## src/logic/cca_pkg.sv

```systemverilog
// Package for the calendar clock area: word offsets, control bit positions,
// field limits, reset values and the one-second timing figures.
// Assumes a single 125 MHz system clock and 16-bit data words.
package cca_pkg;

  // Word indices of the four calendar words in the retained area.
  localparam logic [7:0] CCA_OFS_SEC_MIN = 8'h12;
  localparam logic [7:0] CCA_OFS_HOUR_DAY = 8'h13;
  localparam logic [7:0] CCA_OFS_MON_YEAR = 8'h14;
  localparam logic [7:0] CCA_OFS_WDAY_CTRL = 8'h15;

  // Control bit positions inside the weekday/control word.
  localparam int CCA_BIT_ROUND = 13;
  localparam int CCA_BIT_STOP = 14;
  localparam int CCA_BIT_SET = 15;

  // Number of BCD fields and their order in the carry chain.
  localparam int CCA_NFIELD = 7;
  localparam int CCA_F_SEC = 0;
  localparam int CCA_F_MIN = 1;
  localparam int CCA_F_HOUR = 2;
  localparam int CCA_F_DAY = 3;
  localparam int CCA_F_MON = 4;
  localparam int CCA_F_YEAR = 5;
  localparam int CCA_F_WDAY = 6;

  // Field limits in BCD; the day limit is replaced by the month length.
  localparam logic [7:0] CCA_SEC_MAX = 8'h59;
  localparam logic [7:0] CCA_MIN_MAX = 8'h59;
  localparam logic [7:0] CCA_HOUR_MAX = 8'h23;
  localparam logic [7:0] CCA_MON_MAX = 8'h12;
  localparam logic [7:0] CCA_YEAR_MAX = 8'h99;
  localparam logic [7:0] CCA_WDAY_MAX = 8'h06;
  localparam logic [7:0] CCA_ZERO = 8'h00;
  localparam logic [7:0] CCA_ONE = 8'h01;
  localparam logic [7:0] CCA_ROUND_UP = 8'h30;

  // Values after reset: 00:00:00 on day 01 of month 01, year 00, Saturday.
  localparam logic [7:0] CCA_RST_SEC = 8'h00;
  localparam logic [7:0] CCA_RST_MIN = 8'h00;
  localparam logic [7:0] CCA_RST_HOUR = 8'h00;
  localparam logic [7:0] CCA_RST_DAY = 8'h01;
  localparam logic [7:0] CCA_RST_MON = 8'h01;
  localparam logic [7:0] CCA_RST_YEAR = 8'h00;
  localparam logic [7:0] CCA_RST_WDAY = 8'h06;
  localparam logic [15:0] CCA_RST_WORD = 16'h0000;

  // One second in nanoseconds, the clock period and the derived cycle count.
  localparam longint CCA_SECOND_NS = 1000000000;
  localparam longint CCA_CLK_PERIOD_NS = 8;
  localparam int CCA_SECOND_CYCLES = int'(CCA_SECOND_NS / CCA_CLK_PERIOD_NS);

endpackage

```

## src/logic/cca_bcd_step.sv

```systemverilog
// One two-digit BCD counter step with a programmable range.
// Assumes the current value is valid BCD inside [lo, hi].
`timescale 1ns/1ps
module cca_bcd_step (
  input wire logic [7:0] val,
  input wire logic [7:0] lo,
  input wire logic [7:0] hi,
  output logic [7:0] nxt,
  output logic wrap
);

  // At or past the top the field restarts at its floor and signals a carry;
  // using >= also pulls an out-of-range value back into range.
  always_comb begin
    wrap = (val >= hi);
    if (wrap) begin
      nxt = lo;
    end else if (val[3:0] == 4'h9) begin
      // Units digit rolls over into the tens digit.
      nxt = {val[7:4] + 4'h1, 4'h0};
    end else begin
      nxt = {val[7:4], val[3:0] + 4'h1};
    end
  end

endmodule

```

## src/logic/cca_calendar_clock.sv

```systemverilog
// Calendar clock area: seven BCD fields in four 16-bit retained words,
// with stop, round-off and set control bits in the last word.
// Assumes word access from the program side on clk_sys and a one-cycle
// scan_tick pulse from the scan sequencer on the same clock.
//
// Behaviour
// - Running clock shows date, weekday, time in BCD.
// - Word one: seconds, minutes; word two: hours, day.
// - Day of month follows month length and leap.
// - Word three: month low, year high byte.
// - Weekday low byte of control, Sunday zero.
// - Round-off below 30: seconds zero only.
// - Round-off at 30 up: zero, minute plus.
// - Stop bit set halts counting; clear runs.
// - Set bit loads values, clears set, stop.
// - Words refresh once per scan while running.
`timescale 1ns/1ps
module cca_calendar_clock
  import cca_pkg::*;
#(
  parameter int SECOND_CYCLES = CCA_SECOND_CYCLES
) (
  input wire logic clk_sys,
  input wire logic rst_n,
  input wire logic scan_tick,
  input wire logic wr_en,
  input wire logic [7:0] wr_addr,
  input wire logic [15:0] wr_data,
  input wire logic rd_en,
  input wire logic [7:0] rd_addr,
  output logic [15:0] rd_data,
  output logic clock_running
);

  // Last valid day of a month, with leap years every fourth year of 00..99.
  function automatic logic [7:0] last_day(input logic [7:0] mon, input logic [7:0] year);
    logic leap;
    leap = year[4] ? (year[3:0] == 4'h2 || year[3:0] == 4'h6)
                   : (year[3:0] == 4'h0 || year[3:0] == 4'h4 || year[3:0] == 4'h8);
    unique case (mon)
      8'h02: last_day = leap ? 8'h29 : 8'h28;
      8'h04, 8'h06, 8'h09, 8'h11: last_day = 8'h30;
      default: last_day = 8'h31;
    endcase
  endfunction

  // Live counting fields, one byte each in chain order.
  logic [7:0] fld_q [CCA_NFIELD];
  logic [7:0] fld_d [CCA_NFIELD];
  // Visible words, seen and written by the program.
  logic [15:0] sec_min_word_q, sec_min_word_d;
  logic [15:0] hour_day_word_q, hour_day_word_d;
  logic [15:0] mon_year_word_q, mon_year_word_d;
  logic [15:0] wday_ctrl_word_q, wday_ctrl_word_d;
  // One-second prescaler.
  logic [31:0] pre_q, pre_d;
  // Registered read data.
  logic [15:0] rd_data_q, rd_data_d;

  // Per-field step results and the carry chain enables.
  logic [7:0] lo [CCA_NFIELD];
  logic [7:0] hi [CCA_NFIELD];
  logic [7:0] step [CCA_NFIELD];
  logic wrap [CCA_NFIELD];
  logic en [CCA_NFIELD];

  logic stop_bit, set_bit, round_bit;
  logic sec_tick;
  logic round_now;
  logic round_carry;

  assign stop_bit = wday_ctrl_word_q[CCA_BIT_STOP];
  assign set_bit = wday_ctrl_word_q[CCA_BIT_SET];
  assign round_bit = wday_ctrl_word_q[CCA_BIT_ROUND];
  assign clock_running = ~stop_bit;

  // Range of each field; the day limit tracks the current month and year.
  always_comb begin
    lo[CCA_F_SEC] = CCA_ZERO;
    hi[CCA_F_SEC] = CCA_SEC_MAX;
    lo[CCA_F_MIN] = CCA_ZERO;
    hi[CCA_F_MIN] = CCA_MIN_MAX;
    lo[CCA_F_HOUR] = CCA_ZERO;
    hi[CCA_F_HOUR] = CCA_HOUR_MAX;
    lo[CCA_F_DAY] = CCA_ONE;
    hi[CCA_F_DAY] = last_day(fld_q[CCA_F_MON], fld_q[CCA_F_YEAR]);
    lo[CCA_F_MON] = CCA_ONE;
    hi[CCA_F_MON] = CCA_MON_MAX;
    lo[CCA_F_YEAR] = CCA_ZERO;
    hi[CCA_F_YEAR] = CCA_YEAR_MAX;
    lo[CCA_F_WDAY] = CCA_ZERO;
    hi[CCA_F_WDAY] = CCA_WDAY_MAX;
  end

  // One incrementer per field.
  for (genvar g = 0; g < CCA_NFIELD; g++) begin : g_step
    cca_bcd_step u_step (
      .val(fld_q[g]),
      .lo(lo[g]),
      .hi(hi[g]),
      .nxt(step[g]),
      .wrap(wrap[g])
    );
  end

  // The second tick fires only while running; rounding rides the scan so
  // that it acts at a defined point and exactly once.
  assign sec_tick = ~stop_bit && (pre_q == 32'(SECOND_CYCLES - 1));
  assign round_now = round_bit && ~set_bit && scan_tick;
  assign round_carry = round_now && (fld_q[CCA_F_SEC] >= CCA_ROUND_UP);

  // Carry chain: each field advances when the one below it wraps; the
  // weekday advances with the day. A round-off carry enters at minutes.
  always_comb begin
    en[CCA_F_SEC] = sec_tick && ~round_now;
    en[CCA_F_MIN] = (en[CCA_F_SEC] && wrap[CCA_F_SEC]) || round_carry;
    en[CCA_F_HOUR] = en[CCA_F_MIN] && wrap[CCA_F_MIN];
    en[CCA_F_DAY] = en[CCA_F_HOUR] && wrap[CCA_F_HOUR];
    en[CCA_F_MON] = en[CCA_F_DAY] && wrap[CCA_F_DAY];
    en[CCA_F_YEAR] = en[CCA_F_MON] && wrap[CCA_F_MON];
    en[CCA_F_WDAY] = en[CCA_F_DAY];
  end

  // Next values of the fields, the prescaler and the visible words.
  always_comb begin
    for (int i = 0; i < CCA_NFIELD; i++) begin
      fld_d[i] = en[i] ? step[i] : fld_q[i];
    end
    pre_d = sec_tick ? 32'h0000_0000 : pre_q + 32'h0000_0001;
    if (stop_bit) begin
      // A stopped clock also holds its fraction of a second.
      pre_d = pre_q;
    end
    sec_min_word_d = sec_min_word_q;
    hour_day_word_d = hour_day_word_q;
    mon_year_word_d = mon_year_word_q;
    wday_ctrl_word_d = wday_ctrl_word_q;

    if (round_now) begin
      // Seconds go to zero either way; the minute carry is in the chain.
      fld_d[CCA_F_SEC] = CCA_ZERO;
      wday_ctrl_word_d[CCA_BIT_ROUND] = 1'b0;
      pre_d = 32'h0000_0000;
    end

    if (set_bit) begin
      // Load the written words into the counters and start from them.
      fld_d[CCA_F_SEC] = sec_min_word_q[7:0];
      fld_d[CCA_F_MIN] = sec_min_word_q[15:8];
      fld_d[CCA_F_HOUR] = hour_day_word_q[7:0];
      fld_d[CCA_F_DAY] = hour_day_word_q[15:8];
      fld_d[CCA_F_MON] = mon_year_word_q[7:0];
      fld_d[CCA_F_YEAR] = mon_year_word_q[15:8];
      fld_d[CCA_F_WDAY] = wday_ctrl_word_q[7:0];
      wday_ctrl_word_d[CCA_BIT_SET] = 1'b0;
      wday_ctrl_word_d[CCA_BIT_STOP] = 1'b0;
      pre_d = 32'h0000_0000;
    end else if (scan_tick && ~stop_bit) begin
      // Refresh the visible words once per scan while running. The
      // counters are shown as they stand before this edge.
      sec_min_word_d = {fld_q[CCA_F_MIN], fld_q[CCA_F_SEC]};
      hour_day_word_d = {fld_q[CCA_F_DAY], fld_q[CCA_F_HOUR]};
      mon_year_word_d = {fld_q[CCA_F_YEAR], fld_q[CCA_F_MON]};
      wday_ctrl_word_d[7:0] = fld_q[CCA_F_WDAY];
    end

    // A program write wins over the refresh and the self-clear in the same
    // cycle; the writer is expected to stop the clock first anyway.
    if (wr_en) begin
      unique case (wr_addr)
        CCA_OFS_SEC_MIN: sec_min_word_d = wr_data;
        CCA_OFS_HOUR_DAY: hour_day_word_d = wr_data;
        CCA_OFS_MON_YEAR: mon_year_word_d = wr_data;
        CCA_OFS_WDAY_CTRL: begin
          // Bits 8 to 12 have no function and are kept at zero; a write of
          // 16'h4000..16'h4006 stops and sets the weekday in one access.
          wday_ctrl_word_d = {wr_data[15:13], 5'h00, wr_data[7:0]};
        end
        default: begin
          // Writes outside the area are ignored.
        end
      endcase
    end

    // Registered read of the visible words; others read as zero.
    rd_data_d = rd_data_q;
    if (rd_en) begin
      unique case (rd_addr)
        CCA_OFS_SEC_MIN: rd_data_d = sec_min_word_q;
        CCA_OFS_HOUR_DAY: rd_data_d = hour_day_word_q;
        CCA_OFS_MON_YEAR: rd_data_d = mon_year_word_q;
        CCA_OFS_WDAY_CTRL: rd_data_d = wday_ctrl_word_q;
        default: rd_data_d = 16'h0000;
      endcase
    end
  end

  // All state registers; reset gives a running clock at a fixed date.
  always_ff @(posedge clk_sys) begin
    if (!rst_n) begin
      fld_q[CCA_F_SEC] <= CCA_RST_SEC;
      fld_q[CCA_F_MIN] <= CCA_RST_MIN;
      fld_q[CCA_F_HOUR] <= CCA_RST_HOUR;
      fld_q[CCA_F_DAY] <= CCA_RST_DAY;
      fld_q[CCA_F_MON] <= CCA_RST_MON;
      fld_q[CCA_F_YEAR] <= CCA_RST_YEAR;
      fld_q[CCA_F_WDAY] <= CCA_RST_WDAY;
      sec_min_word_q <= {CCA_RST_MIN, CCA_RST_SEC};
      hour_day_word_q <= {CCA_RST_DAY, CCA_RST_HOUR};
      mon_year_word_q <= {CCA_RST_YEAR, CCA_RST_MON};
      wday_ctrl_word_q <= {8'h00, CCA_RST_WDAY};
      pre_q <= 32'h0000_0000;
      rd_data_q <= CCA_RST_WORD;
    end else begin
      fld_q <= fld_d;
      sec_min_word_q <= sec_min_word_d;
      hour_day_word_q <= hour_day_word_d;
      mon_year_word_q <= mon_year_word_d;
      wday_ctrl_word_q <= wday_ctrl_word_d;
      pre_q <= pre_d;
      rd_data_q <= rd_data_d;
    end
  end

  assign rd_data = rd_data_q;

endmodule

```

## config.mk

```make
export PLATFORM = sky130hd
export DESIGN_NAME = cca_calendar_clock
export DESIGN_NICKNAME = d
export VERILOG_FILES = /design/src/logic/cca_pkg.sv /design/src/logic/cca_bcd_step.sv /design/src/logic/cca_calendar_clock.sv
export SDC_FILE = /design/constraint.sdc
export NUM_CORES = 1
export LEC_CHECK = 0
export BUFFER_PORTS_ARGS = -buffer_cell sky130_fd_sc_hd__buf_2
export CELL_PAD_IN_SITES_DETAIL_PLACEMENT = 1
export CELL_PAD_IN_SITES_GLOBAL_PLACEMENT = 1
export CORE_ASPECT_RATIO = 1.75
export CORE_MARGIN = 3
export CORE_UTILIZATION = 25
export DETAILED_ROUTE_END_ITERATION = 10
export GPL_TIMING_DRIVEN = 1
export HOLD_SLACK_MARGIN = 0.05
export PLACE_DENSITY_LB_ADDON = 0.05
export SYNTH_ARGS = -nofsm -noshare
export SYNTH_HDL_FRONTEND = slang
export SYNTH_HIERARCHICAL = 1
export SYNTH_SLANG_ARGS = --single-unit
export TNS_END_PERCENT = 100
```

## constraint.sdc

```tcl
create_clock -name clk_sys -period 4 [get_ports clk_sys]
set_clock_uncertainty 0.15 [all_clocks]
set_input_delay 0.8 -clock clk_sys [delete_from_list [all_inputs] [get_ports clk_sys]]
set_output_delay 0.8 -clock clk_sys [all_outputs]
set_load 0.1 [all_outputs]
```

==> key figures <==
CTS
  • Cts-stage hold buffer count: 0
  • H-tree Lvls: 4
  • Clock latency on the worst-skew pair: 0.46 ns
  • TritonCTS Buffers: 17
  • Longest Clk Path Bufs: 2
  • Post-CTS setup buffers: 0
  • CTS tree: done
  • Num Clock Sinks: 163
  • CTS root buf: clkbuf_16
  • Worst-path clk slew: 0.07 ns
  • Post-CTS sizing: 0

Synthesis
  • Yosys warns: 6
  • Mapped Area: 11260 µm²
  • Mapped Cells: 1310
  • Synthesized area per cell: 8.592 µm²

Power and ir drop
  • Pwr/cell area: 275.1 nW/µm²
  • Leak: 6.032 nW
  • Worst vdd ir: 0.2080 mV
  • Total Power: 3.621 mW

Route
  • 1st-iter DRT viols: 437
  • Routed WL: 40490 µm
  • Vias/cell: 4.930
  • DR pass1 iterations: 6
  • DR WL/cell: 19.96 µm
  • DRC: 0
  • Final ANT Viol Nets: 0
  • Vias: 10000

Critical path
  • Setup CP Type: reg -> reg
  • Reg2Reg Depth: 15
  • RR Startpoint: fld_q[16]$_SDFFE_PN1P_
  • CP Data Arrival Time: 3.57 ns
  • Critical Path Start Type: flop
  • Largest stage delay, worst path: 0.43 ns
  • Crit Path Max Fanout: 10
  • R2r setup slk: 0.62 ns
  • Most frequent CP cell: nor3_1
  • Worst EP required: 4.19 ns
  • Crit-path cells: nor3_1 > nand4b_1 > nor2_1 > a21oi_1 > ha_1 > nor2b_1 > o21ai_1 > a41oi_4 > inv_1 > nand2_1 > nor3_1 > nor4b_4 > nor4b_2 > buf_4 > a221o_1
  • Worst setup EP type: flop
  • Worst path slowest cell: dfxtp_1
  • Worst reg2reg path endpoint: fld_q[11]$_SDFFE_PN0P_

STA
  • Setup Viol. Count Final: 0
  • Upper clock frequency limit: 0.2961 GHz
  • Hold Fails Final Rpt: 0
  • Worst-Margin Slew: 1.021 ns
  • Slew HR: 0.3133
  • Pins over their slew limit: 0
  • Final clock period utilization by the worst path: 0.8443
  • RSZ-0062 raised after global routing: no
  • Minimum clock period: 3.377 ns
  • TNS Setup: 0 ns

Placed design
  • GPL Wtd Cong: 0.7438
  • Post-DP HPWL: 30320 µm
  • Port Buf Inserts: 53

Global route
  • First-pass GRT wire length: 63400 µm
  • Antenna violations before repair: 1
  • GRT overflow: 0
  • Largest net degree at the start of global routing: 49
  • Number of global-route vias before repair: 10470
  • Total track usage: 0.1703

Die
  • Num ports: 54
  • Die area: 47710 µm²
  • Rows: 102
  • DIE HEIGHT: 286.7 µm
  • Die width: 166.4 µm
  • Initial Utilization: 0.2534
  • Core region area: 44410 µm²

Hold path
  • Worst Hold End: rd_data[12]$_SDFFE_PN0P_
  • Hold path startpoint: rd_data[12]$_SDFFE_PN0P_
  • Hold Path Depth: 2
  • Hold WC Path Type: reg -> reg

Final layout
  • Synthesis-to-finish area growth: 16.92%
  • FF+latch area: 3267 µm²
  • Final Util: 0.2963
  • Filler cells: 5398
  • # diodes: 0
  • Layout Nets: 1545
  • Area of the multi-input gates: 7782 µm²
  • Ratio of cells with drive above 1 in the final layout: 0.1551

Job
  • Max-cap violations: 0

Outcome
  • Status: finished, final reports clean
[through the flow]
stage | hold slack [ns] | instances | setup WS (ns) | cell area (µm²)
4_1_cts | 0.3107 | 2029 | 0.5924 | 13160
3_5_place_dp | 0.2940 | 1997 | 0.6186 | 12570
3_3_place_gp | 0.2906 | 1997 | 0.6848 | 12570
5_1_grt | 0.3357 | 2029 | 0.2871 | 13160
2_1_floorplan | 0.3013 | 1417 | 0.8669 | 11660
6_report | 0.3022 | 2029 | 0.6229 | 13160
[worst max-delay path: cells and delay by family, from the launching register on]
family          cells  cell delay, ns
flops               1            0.43
compound gates      4            0.74
buf+inv             2            0.26
simple gates        8            1.48
fa+ha+maj           1            0.20
[state kept, by name, indices dropped and copies added (netlist names)]
signal and cells:
fld_q 56, pre_q 32, hour_day_word_q 16, mon_year_word_q 16, rd_data 16, sec_min_word_q 16
wday_ctrl_word_q 11
[cell type report]
| class | count | area share |
|---|---|---|
| timing repair buffer | 82 | 0.03879 |
| multi-input combinational | 1102 | 0.5914 |
| tap | 572 | 0.05438 |
| clock buffer | 18 | 0.03337 |
| clock inverter | 14 | 0.01160 |
| sequential | 163 | 0.2482 |
| inverter | 78 | 0.02225 |
[worst max-delay path by stage]
stage	startpoint	to	slack, ns
2_1_floorplan	fld_q[16]$_SDFFE_PN1P_	fld_q[10]$_SDFFE_PN0P_	0.87
3_3_place_gp	fld_q[16]$_SDFFE_PN1P_	fld_q[9]$_SDFFE_PN0P_	0.68
3_5_place_dp	fld_q[16]$_SDFFE_PN1P_	fld_q[11]$_SDFFE_PN0P_	0.62
4_1_cts	fld_q[16]$_SDFFE_PN1P_	fld_q[15]$_SDFFE_PN0P_	0.59
5_1_grt	fld_q[16]$_SDFFE_PN1P_	fld_q[11]$_SDFFE_PN0P_	0.29
6_report	fld_q[16]$_SDFFE_PN1P_	fld_q[11]$_SDFFE_PN0P_	0.62
[layout by cell type (no fill, tap or decap), types with 11 or more instances in the layout]
cell	count
nor4_1	34
mux2_2	70
o21ai_0	88
clkbuf_16	17
conb_1	109
a21oi_1	41
inv_1	78
dfxtp_1	162
nor2b_1	14
o211a_1	52
xor2_1	11
ha_1	64
nor2_1	102
buf_2	52
nand3_1	23
buf_4	28
a221oi_1	11
a22o_1	18
xnor2_1	48
mux2i_1	63
nand4_1	19
a211oi_1	31
nor3_1	18
nand2_1	150
[where the power goes]
part	switching [mW]	internal (mW)
combinational	0.160	0.0940
sequential	0.0156	1.63
clock	0.778	0.945
total	0.953	2.67
[routing by layer]
layer | wire length (µm) | global-route usage | up-vias
li1 | - | - | 4948
met1 | 17020 | 0.1924 | 4950
met2 | 21930 | 0.3302 | 65
met3 | 590 | 0.01985 | 38
met4 | 937 | 0.05284 | 2
met5 | 13 | 0 | -
No activity file was read; power rests on OpenSTA's default activity.
